[config.mk]
export PLATFORM = sky130hd
export DESIGN_NAME = amd_decoder
export DESIGN_NICKNAME = d
export VERILOG_FILES = /design/src/amd_pkg.sv /design/src/amd_classify.sv /design/src/amd_decoder.sv
export VERILOG_INCLUDE_DIRS = /design/src
export SDC_FILE = /design/constraint.sdc
export NUM_CORES = 1
export LEC_CHECK = 0
export ABC_AREA = 1
export BUFFER_PORTS_ARGS = -buffer_cell sky130_fd_sc_hd__buf_2
export CELL_PAD_IN_SITES_DETAIL_PLACEMENT = 1
export CELL_PAD_IN_SITES_GLOBAL_PLACEMENT = 2
export CORE_ASPECT_RATIO = 1.75
export CORE_MARGIN = 4
export CORE_UTILIZATION = 31
export DETAILED_ROUTE_END_ITERATION = 8
export PLACE_DENSITY = 0.83
export SETUP_SLACK_MARGIN = 0.2
export SYNTH_ARGS = -nofsm -noshare
export SYNTH_HDL_FRONTEND = slang
export SYNTH_SLANG_ARGS = --single-unit
[constraint.sdc]
create_clock -name CORE_CLK -period 4.6 [get_ports CORE_CLK]
set_clock_uncertainty 0.1 [all_clocks]
set_input_delay 0.46 -clock CORE_CLK [delete_from_list [all_inputs] [get_ports CORE_CLK]]
set_output_delay 0.46 -clock CORE_CLK [all_outputs]
set_load 0.01 [all_outputs]
[src/amd_cfg.svh]
`ifndef AMD_CFG_SVH
`define AMD_CFG_SVH

// ****************************************
// Prebyte codes
// ****************************************
`define AMD_PRE_Y        8'h90
`define AMD_PRE_IND_Y    8'h91
`define AMD_PRE_IND      8'h92
`define AMD_PRE_NONE     8'h00

// ****************************************
// Opcode map columns (high nibble)
// ****************************************
`define AMD_HI_BTJ       4'h0
`define AMD_HI_BIT       4'h1
`define AMD_HI_JR        4'h2
`define AMD_HI_RMW_DIR   4'h3
`define AMD_HI_RMW_A     4'h4
`define AMD_HI_RMW_X     4'h5
`define AMD_HI_RMW_IDXS  4'h6
`define AMD_HI_RMW_IDX0  4'h7
`define AMD_HI_MISC0     4'h8
`define AMD_HI_MISC1     4'h9
`define AMD_HI_IMM       4'ha
`define AMD_HI_DIRS      4'hb
`define AMD_HI_DIRL      4'hc
`define AMD_HI_IDXL      4'hd
`define AMD_HI_IDXS      4'he
`define AMD_HI_IDX0      4'hf
`define AMD_OP_RELATIVE_SUBROUTINE_CALL     8'had
`define AMD_OP_MUL       8'h42

// ****************************************
// Address constants and reset values
// ****************************************
`define AMD_PAGE0_HI     8'h00
`define AMD_SHORT_MAX    16'h01fe
`define AMD_ADDR_RST     16'h0000
`define AMD_BYTE_RST     8'h00
`define AMD_LEN_MIN      3'h1
`define AMD_LEN_MAX      3'h4

`endif

[src/amd_pkg.sv]
package amd_pkg;

    typedef enum logic [4:0] {
        AMD_M_INH, AMD_M_IMM, AMD_M_DIR_S, AMD_M_DIR_L, AMD_M_IDX0, AMD_M_IDX_S,
        AMD_M_IDX_L, AMD_M_IND_S, AMD_M_IND_L, AMD_M_INDIDX_S, AMD_M_INDIDX_L,
        AMD_M_REL_D, AMD_M_REL_I, AMD_M_BIT_D, AMD_M_BIT_I, AMD_M_BITREL_D, AMD_M_BITREL_I
    } amd_mode_t;

    typedef enum logic [3:0] {
        AMD_G_LOAD, AMD_G_STACK, AMD_G_INCDEC, AMD_G_CMP, AMD_G_LOGIC, AMD_G_BIT,
        AMD_G_BTJ, AMD_G_ARITH, AMD_G_SHIFT, AMD_G_JUMP, AMD_G_CBRANCH, AMD_G_INT, AMD_G_FLAG
    } amd_group_t;

    typedef enum logic [2:0] {
        AMD_S_IDLE, AMD_S_OP, AMD_S_B1, AMD_S_B2, AMD_S_PH, AMD_S_PL, AMD_S_FIN
    } amd_state_t;

endpackage

[src/amd_classify.sv]
`timescale 1ns/100ps
`default_nettype none
`include "amd_cfg.svh"

module amd_classify
    import amd_pkg::*;
(
    // Instruction bytes
    input  wire logic [7:0] opcode,
    input  wire logic [7:0] prebyte,
    // Decode results
    output amd_mode_t       mode,
    output amd_group_t      group,
    output logic [1:0]      n_extra,
    output logic            ptr_rd,
    output logic            ptr_word,
    output logic            use_y
);

    logic [3:0] hi;
    logic [3:0] lo;
    logic       p_ind;
    logic       p_iy;

    assign hi = opcode[7:4];
    assign lo = opcode[3:0];
    assign p_ind = (prebyte == `AMD_PRE_IND);
    assign p_iy  = (prebyte == `AMD_PRE_IND_Y);
    assign use_y = (prebyte == `AMD_PRE_Y) || p_iy;

    // ****************************************
    // Addressing mode
    // ****************************************
    always_comb begin
        mode = AMD_M_INH;
        n_extra = 2'd0;
        ptr_rd = 1'b0;
        ptr_word = 1'b0;
        unique case (hi)
            `AMD_HI_BTJ: begin
                mode = p_ind ? AMD_M_BITREL_I : AMD_M_BITREL_D;
                n_extra = 2'd2;
                ptr_rd = p_ind;
            end
            `AMD_HI_BIT: begin
                mode = p_ind ? AMD_M_BIT_I : AMD_M_BIT_D;
                n_extra = 2'd1;
                ptr_rd = p_ind;
            end
            `AMD_HI_JR: begin
                mode = p_ind ? AMD_M_REL_I : AMD_M_REL_D;
                n_extra = 2'd1;
                ptr_rd = p_ind;
            end
            // Read-modify-write has no long column at all
            `AMD_HI_RMW_DIR, `AMD_HI_DIRS: begin
                mode = p_ind ? AMD_M_IND_S : AMD_M_DIR_S;
                n_extra = 2'd1;
                ptr_rd = p_ind;
            end
            `AMD_HI_RMW_IDXS, `AMD_HI_IDXS: begin
                mode = (p_ind || p_iy) ? AMD_M_INDIDX_S : AMD_M_IDX_S;
                n_extra = 2'd1;
                ptr_rd = p_ind || p_iy;
            end
            `AMD_HI_RMW_IDX0, `AMD_HI_IDX0: begin
                mode = AMD_M_IDX0;
            end
            `AMD_HI_IMM: begin
                mode = (opcode == `AMD_OP_RELATIVE_SUBROUTINE_CALL) ? (p_ind ? AMD_M_REL_I : AMD_M_REL_D) : AMD_M_IMM;
                n_extra = 2'd1;
                ptr_rd = p_ind && (opcode == `AMD_OP_RELATIVE_SUBROUTINE_CALL);
            end
            `AMD_HI_DIRL: begin
                mode = p_ind ? AMD_M_IND_L : AMD_M_DIR_L;
                n_extra = p_ind ? 2'd1 : 2'd2;
                ptr_rd = p_ind;
                ptr_word = p_ind;
            end
            `AMD_HI_IDXL: begin
                mode = (p_ind || p_iy) ? AMD_M_INDIDX_L : AMD_M_IDX_L;
                n_extra = (p_ind || p_iy) ? 2'd1 : 2'd2;
                ptr_rd = p_ind || p_iy;
                ptr_word = p_ind || p_iy;
            end
            default: begin
                mode = AMD_M_INH;
            end
        endcase
    end

    // ****************************************
    // Functional group
    // ****************************************
    always_comb begin
        group = AMD_G_LOAD;
        if (hi == `AMD_HI_BTJ) begin
            group = AMD_G_BTJ;
        end else if (hi == `AMD_HI_BIT) begin
            group = AMD_G_BIT;
        end else if (hi == `AMD_HI_JR) begin
            group = (lo[3:1] == 3'd0) ? AMD_G_JUMP : AMD_G_CBRANCH;
        end else if (opcode == `AMD_OP_MUL) begin
            group = AMD_G_ARITH;
        end else if (hi <= `AMD_HI_RMW_IDX0) begin
            unique case (lo)
                4'h0, 4'h3: group = AMD_G_LOGIC;
                4'h4, 4'h6, 4'h7, 4'h8, 4'h9, 4'he: group = AMD_G_SHIFT;
                4'ha, 4'hc: group = AMD_G_INCDEC;
                4'hd: group = AMD_G_CMP;
                default: group = AMD_G_LOAD;
            endcase
        end else if (hi <= `AMD_HI_MISC1) begin
            unique case (opcode[4:0])
                5'h00, 5'h03, 5'h0e, 5'h0f: group = AMD_G_INT;
                5'h01, 5'h1d: group = AMD_G_JUMP;
                5'h04, 5'h05, 5'h06, 5'h08, 5'h09, 5'h0a, 5'h1c: group = AMD_G_STACK;
                5'h18, 5'h19, 5'h1a, 5'h1b: group = AMD_G_FLAG;
                default: group = AMD_G_LOAD;
            endcase
        end else if (opcode == `AMD_OP_RELATIVE_SUBROUTINE_CALL) begin
            group = AMD_G_JUMP;
        end else begin
            unique case (lo)
                4'h0, 4'h2, 4'h9, 4'hb: group = AMD_G_ARITH;
                4'h1, 4'h3, 4'h5: group = AMD_G_CMP;
                4'h4, 4'h8, 4'ha: group = AMD_G_LOGIC;
                4'hc, 4'hd: group = AMD_G_JUMP;
                default: group = AMD_G_LOAD;
            endcase
        end
    end

endmodule
`default_nettype wire

[src/amd_decoder.sv]
`timescale 1ns/100ps
`default_nettype none
`include "amd_cfg.svh"

module amd_decoder
    import amd_pkg::*;
(
    // Clock and reset
    input  wire logic        CORE_CLK,
    input  wire logic        RST_N,
    // Decode request
    input  wire logic        START,
    input  wire logic [15:0] PC_IN,
    input  wire logic [7:0]  X_IN,
    input  wire logic [7:0]  Y_IN,
    // Memory read port
    output logic             MEM_REQ,
    output logic [15:0]      MEM_ADDR,
    input  wire logic        MEM_ACK,
    input  wire logic [7:0]  MEM_RDATA,
    // Decode result
    output logic             BUSY,
    output logic             DONE,
    output logic [15:0]      EA,
    output logic [15:0]      REL_TARGET,
    output logic [15:0]      NEXT_PC,
    output logic [7:0]       OPCODE,
    output logic [7:0]       PREBYTE,
    output logic [4:0]       MODE,
    output logic [3:0]       GROUP,
    output logic [2:0]       LENGTH,
    output logic             USE_Y
);

    // ****************************************
    // Declarations
    // ****************************************
    amd_state_t  state_q;
    logic [15:0] pc_q;
    logic [7:0]  pre_q;
    logic [7:0]  op_q;
    logic [7:0]  b1_q;
    logic [7:0]  b2_q;
    logic [7:0]  ph_q;
    logic [7:0]  pl_q;
    logic [7:0]  x_q;
    logic [7:0]  y_q;
    logic [7:0]  op_sel;
    amd_mode_t   mode;
    amd_group_t  group;
    logic [1:0]  n_extra;
    logic        ptr_rd;
    logic        ptr_word;
    logic        use_y;
    logic [7:0]  idx;
    logic        take;
    logic        is_pre;
    logic [15:0] pc_inc;
    logic [15:0] ea_d;
    logic [7:0]  rel_off;
    logic        is_rel;
    logic [2:0]  len_d;

    // Opcode is classified the cycle it arrives
    assign op_sel = (state_q == AMD_S_OP) ? MEM_RDATA : op_q;

    amd_classify u_classify (
        .opcode   (op_sel),
        .prebyte  (pre_q),
        .mode     (mode),
        .group    (group),
        .n_extra  (n_extra),
        .ptr_rd   (ptr_rd),
        .ptr_word (ptr_word),
        .use_y    (use_y)
    );

    assign idx    = use_y ? y_q : x_q;
    assign take   = MEM_REQ && MEM_ACK;
    assign pc_inc = pc_q + 16'h0001;
    assign is_pre = (MEM_RDATA == `AMD_PRE_Y) || (MEM_RDATA == `AMD_PRE_IND_Y)
                  || (MEM_RDATA == `AMD_PRE_IND);
    assign len_d  = ((pre_q != `AMD_PRE_NONE) ? 3'd2 : 3'd1) + {1'b0, n_extra};

    // ****************************************
    // Fetch sequencer
    // ****************************************
    // A second prebyte is taken as the opcode; only one may lead
    always_ff @(posedge CORE_CLK or negedge RST_N) begin
        if (!RST_N) begin
            state_q  <= AMD_S_IDLE;
            pc_q     <= `AMD_ADDR_RST;
            pre_q    <= `AMD_PRE_NONE;
            op_q     <= `AMD_BYTE_RST;
            b1_q     <= `AMD_BYTE_RST;
            b2_q     <= `AMD_BYTE_RST;
            ph_q     <= `AMD_BYTE_RST;
            pl_q     <= `AMD_BYTE_RST;
            x_q      <= `AMD_BYTE_RST;
            y_q      <= `AMD_BYTE_RST;
            MEM_REQ  <= 1'b0;
            MEM_ADDR <= `AMD_ADDR_RST;
        end else begin
            unique case (state_q)
                AMD_S_IDLE: begin
                    if (START) begin
                        pc_q     <= PC_IN;
                        pre_q    <= `AMD_PRE_NONE;
                        b1_q     <= `AMD_BYTE_RST;
                        b2_q     <= `AMD_BYTE_RST;
                        ph_q     <= `AMD_BYTE_RST;
                        pl_q     <= `AMD_BYTE_RST;
                        x_q      <= X_IN;
                        y_q      <= Y_IN;
                        MEM_ADDR <= PC_IN;
                        MEM_REQ  <= 1'b1;
                        state_q  <= AMD_S_OP;
                    end
                end
                AMD_S_OP: begin
                    if (take) begin
                        pc_q <= pc_inc;
                        MEM_ADDR <= pc_inc;
                        if (is_pre && (pre_q == `AMD_PRE_NONE)) begin
                            pre_q <= MEM_RDATA;
                        end else begin
                            op_q <= MEM_RDATA;
                            if (n_extra != 2'd0) begin
                                state_q <= AMD_S_B1;
                            end else begin
                                MEM_REQ <= 1'b0;
                                state_q <= AMD_S_FIN;
                            end
                        end
                    end
                end
                AMD_S_B1: begin
                    if (take) begin
                        b1_q <= MEM_RDATA;
                        pc_q <= pc_inc;
                        if (n_extra == 2'd2) begin
                            MEM_ADDR <= pc_inc;
                            state_q  <= AMD_S_B2;
                        end else if (ptr_rd) begin
                            MEM_ADDR <= {`AMD_PAGE0_HI, MEM_RDATA};
                            state_q  <= AMD_S_PH;
                        end else begin
                            MEM_REQ <= 1'b0;
                            state_q <= AMD_S_FIN;
                        end
                    end
                end
                AMD_S_B2: begin
                    if (take) begin
                        b2_q <= MEM_RDATA;
                        pc_q <= pc_inc;
                        if (ptr_rd) begin
                            MEM_ADDR <= {`AMD_PAGE0_HI, b1_q};
                            state_q  <= AMD_S_PH;
                        end else begin
                            MEM_REQ <= 1'b0;
                            state_q <= AMD_S_FIN;
                        end
                    end
                end
                AMD_S_PH: begin
                    if (take) begin
                        ph_q <= MEM_RDATA;
                        if (ptr_word) begin
                            MEM_ADDR <= MEM_ADDR + 16'h0001;
                            state_q  <= AMD_S_PL;
                        end else begin
                            MEM_REQ <= 1'b0;
                            state_q <= AMD_S_FIN;
                        end
                    end
                end
                AMD_S_PL: begin
                    if (take) begin
                        pl_q    <= MEM_RDATA;
                        MEM_REQ <= 1'b0;
                        state_q <= AMD_S_FIN;
                    end
                end
                AMD_S_FIN: begin
                    state_q <= AMD_S_IDLE;
                end
            endcase
        end
    end

    // ****************************************
    // Effective address
    // ****************************************
    always_comb begin
        ea_d = `AMD_ADDR_RST;
        unique case (mode)
            AMD_M_INH:      ea_d = `AMD_ADDR_RST;
            AMD_M_IMM:      ea_d = pc_q - 16'h0001;
            AMD_M_DIR_S:    ea_d = {`AMD_PAGE0_HI, b1_q};
            AMD_M_DIR_L:    ea_d = {b1_q, b2_q};
            AMD_M_IDX0:     ea_d = {`AMD_PAGE0_HI, idx};
            AMD_M_IDX_S:    ea_d = {7'h00, {1'b0, b1_q} + {1'b0, idx}};
            AMD_M_IDX_L:    ea_d = {b1_q, b2_q} + {8'h00, idx};
            AMD_M_IND_S:    ea_d = {`AMD_PAGE0_HI, ph_q};
            AMD_M_IND_L:    ea_d = {ph_q, pl_q};
            AMD_M_INDIDX_S: ea_d = {7'h00, {1'b0, ph_q} + {1'b0, idx}};
            AMD_M_INDIDX_L: ea_d = {ph_q, pl_q} + {8'h00, idx};
            AMD_M_REL_D,
            AMD_M_REL_I:    ea_d = `AMD_ADDR_RST;
            AMD_M_BIT_D,
            AMD_M_BITREL_D: ea_d = {`AMD_PAGE0_HI, b1_q};
            AMD_M_BIT_I,
            AMD_M_BITREL_I: ea_d = {`AMD_PAGE0_HI, ph_q};
        endcase
    end

    // Offset source differs between direct and indirect jump-relative forms; both bit-relative forms take b2_q
    always_comb begin
        is_rel  = 1'b1;
        rel_off = `AMD_BYTE_RST;
        unique case (mode)
            AMD_M_REL_D:    rel_off = b1_q;
            AMD_M_REL_I:    rel_off = ph_q;
            AMD_M_BITREL_D,
            AMD_M_BITREL_I: rel_off = b2_q;
            default:        is_rel = 1'b0;
        endcase
    end

    // ****************************************
    // Result registers
    // ****************************************
    always_ff @(posedge CORE_CLK or negedge RST_N) begin
        if (!RST_N) begin
            EA         <= `AMD_ADDR_RST;
            REL_TARGET <= `AMD_ADDR_RST;
            NEXT_PC    <= `AMD_ADDR_RST;
            OPCODE     <= `AMD_BYTE_RST;
            PREBYTE    <= `AMD_PRE_NONE;
            MODE       <= 5'h00;
            GROUP      <= 4'h0;
            LENGTH     <= `AMD_LEN_MIN;
            USE_Y      <= 1'b0;
        end else if (state_q == AMD_S_FIN) begin
            EA         <= ea_d;
            // Target is taken from the address after the whole instruction
            REL_TARGET <= is_rel ? pc_q + {{8{rel_off[7]}}, rel_off} : pc_q;
            NEXT_PC    <= pc_q;
            OPCODE     <= op_q;
            PREBYTE    <= pre_q;
            MODE       <= mode;
            GROUP      <= group;
            LENGTH     <= len_d;
            USE_Y      <= use_y;
        end
    end

    always_ff @(posedge CORE_CLK or negedge RST_N) begin
        if (!RST_N) begin
            DONE <= 1'b0;
            BUSY <= 1'b0;
        end else begin
            DONE <= (state_q == AMD_S_FIN);
            BUSY <= (state_q != AMD_S_IDLE) ? (state_q != AMD_S_FIN) : START;
        end
    end
endmodule
`default_nettype wire

==> results.yml <==
cells_and_area:
  drive_gt1_share_pct: 22.8
  syn_to_final_growth_pct: 25.0
  diodes: 0
  design_area_sq_um: 15000
  finalNetCount: 1972
  post-route-util_pct: 39.1
  fillers: 4875
outcome:
  status: "finished clean"
clock_network:
  ctsHtreeMaxLevel: 4
  clock-sinks: 179
  cts.path.max_buffers: 2
  cts_root_buffer: "clkbuf_16"
  cts_tree: "yes"
  cts_buffers: 17
  clk_latency_ns: 0.46
  path_clk_slew_ns: 0.07
global_route:
  overflow: 0
  track_usage_pct: 26.0
  antenna_found_initial: 0
  grt_max_degree: 75
  grt_pass1_vias: 13700
  grt_first_pass_wirelength_um: 81900
synth:
  synth.yosys.seq_area_share_pct: 37.4
  async_flop_share_pct: 100
  synth-edff-count: 0
  synth_cells: 1655
  synth_area_leaders: "dfrtp_1, nand2_1, o21ai_0, inv_1, nand3_1"
  synth_top_area_share_pct: 37.2
  synth_area_leader_cell: "dfrtp_1"
  yosysWarnings: 0
  synth_nets: 1743
  synth_ff_type: "dfrtp_1"
  syn-cell-area_sq_um: 12000
  ys_types: 53
  synth_commonest_cells: "nand2_1, o21ai_0, inv_1"
  yosysMostFrequentCell: "nand2_1"
  synth.avg_cell_area_sq_um: 7.24
  ys_seq_elements: 179
setup_path:
  slowest_stage: "dfrtp_1"
  cp-end-kind: "register"
  crit_arrival_ns: 4.49
  cpMostUsedCell: "nand2_4"
  crit_fanout: 8
  required_ns: 4.85
  slowest_delay_ns: 0.40
  crit_path_start_kind: "register"
  worstSetupPathType: "reg -> reg"
power:
  leakagePower_nw: 7.49
  ir_drop_mv: 0.276
  powerDensity_nw_per_um2: 849
sta:
  max-slew-margin-rel_pct: 20.5
  tightest_slew_ns: 1.19
  period_share_pct: 92.1
  hold_viol: 0
  tns_ns: 0
  postLayoutSetupSlackWorst_ns: 0.364
  fin_hold_ws_ns: 0.101
  slew_viol_final: 0
  fmax_ghz: 0.236
  post-route-min-period_ns: 4.24
  setup_viol: 0
  rsz0062_at_grt: "yes"
run:
  cap_viol_max_count: 0
die:
  core_sq_um: 38300
  dieArea_sq_um: 42000
  io_pins: 140
  start_util_pct: 31.3
  die_h_um: 268
  fp.dieW_um: 157
  rows: 95
detailed_routing:
  avgRoutedWirePerCell_um: 22.9
  ant_nets: 0
  drt_iter0_markers: 617
  viasPerCell: 5.37
  drc: 0
  wl_um: 54500
  firstDrtPassIters: 5
  vias: 12800
placed_design:
  place_area_sq_um: 13900
  portBuffers: 139
  dp_slack_ns: -0.143
  dpl.hpwl_um: 44700
  gp_congestion: 1.06
worst_hold_path:
  hold_path.class: "in -> reg"
cell type report:
type / instances / area [sq um] / area share, %
multi-input combinational: 1217 / 6780 / 45.3
tap: 485 / 607 / 4.05
clock inverter: 12 / 168 / 1.12
clock buffer: 19 / 443 / 2.96
inverter: 197 / 748 / 5.00
timing repair buffer: 272 / 1740 / 11.7
sequential: 179 / 4480 / 29.9
where the power goes:
part / leakage, nW / internal (W) / switching (W)
clock: 0.295 / 0.000879 / 0.000714
combinational: 4.91 / 0.00275 / 0.00547
sequential: 2.28 / 0.00226 / 0.000642
total: 7.49 / 0.00588 / 0.00683
kinds of logic after synthesis:
group	share of synthesized area (%)
simple gates	27.5
compound gates	19.1
fa+ha+maj	4.85
flops	37.4
buf+inv	8.62
xor+xnor	2.49
metal layers:
layer	vias up	GRT usage, %	part of all wire, %
met4	0	21.2	9.9
met3	188	3.58	3.5
met2	350	49.5	54
met5	-	0	0
met1	6258	24.0	32
li1	5984	-	-
worst max-delay path: cells and delay by family, from the launching register on:
| family | cells | cell delay, ns |
|---|---|---|
| flip-flops | 1 | 0.40 |
| AND/OR/NAND/NOR | 13 | 1.24 |
| XOR/XNOR | 1 | 0.16 |
| AO/OA/AOI/OAI | 7 | 0.95 |
| adder cells (fa/ha/maj) | 2 | 0.40 |
| buffers and inverters | 7 | 0.86 |
sequential cells by signal, summed over array words and instances (netlist names), 3 cells and up:
| register | count |
|---|---|
| LENGTH | 3 |
| b2_q | 8 |
| GROUP | 4 |
| x_q | 8 |
| pre_q | 8 |
| OPCODE | 8 |
| b1_q | 8 |
| MODE | 5 |
| MEM_ADDR | 16 |
| state_q | 3 |
| NEXT_PC | 16 |
| pc_q | 16 |
| EA | 16 |
| y_q | 8 |
| REL_TARGET | 16 |
| op_q | 8 |
| ph_q | 8 |
| PREBYTE | 8 |
| pl_q | 8 |
repair_timing:
action,CTS,global route
buffers inserted,0,15
hold buffers,1,0
endpoints found under the hold margin,56,0
setup endpoints to repair,12,20
cloned,0,0
gates resized for setup,20,76
pin swaps,4,25
cell usage in the layout, fill, tap and decap left out, drive strengths merged, types with 2 or more instances in the layout:
| master | count |
|---|---|
| a211oi | 3 |
| a21oi | 74 |
| a221o | 7 |
| a221oi | 3 |
| a31oi | 8 |
| a32oi | 4 |
| buf | 270 |
| bufinv | 3 |
| clkbuf | 20 |
| clkinv | 6 |
| dfrtp | 178 |
| fa | 4 |
| ha | 40 |
| inv | 199 |
| nand2 | 429 |
| nand3 | 126 |
| nand3b | 2 |
| nand4 | 17 |
| nor2 | 128 |
| nor3 | 18 |
| nor4 | 8 |
| o2111ai | 2 |
| o211ai | 26 |
| o21a | 2 |
| o21ai | 229 |
| o21bai | 5 |
| o221ai | 14 |
| o22ai | 20 |
| o31ai | 2 |
| or2 | 8 |
| xnor2 | 6 |
| xor2 | 28 |
through the flow:
stage                     total power (W)  std cells
after global routing               0.0137       2381
after CTS                          0.0124       2366
final                              0.0127       2381
after floorplan                   0.00733       1655
after detailed placement           0.0107       2334
after global placement             0.0105       2334
path summary, 6_finish.rpt:
kind	cells after the start	endpoint	slack [ns]	startpoint
min in group asynchronous	2	MEM_ADDR[14]	0.43	RST_N
worst max-delay path	30	REL_TARGET[14]	0.36	state_q[1]
max in group asynchronous	3	pre_q[7]	2.83	RST_N
worst min-delay path	3	y_q[4]	0.10	Y_IN[4]
worst min register to register	2	LENGTH[0]	0.36	LENGTH[0]
worst max register to register	30	REL_TARGET[14]	0.36	state_q[1]
(Power assumes the default switching activity.)
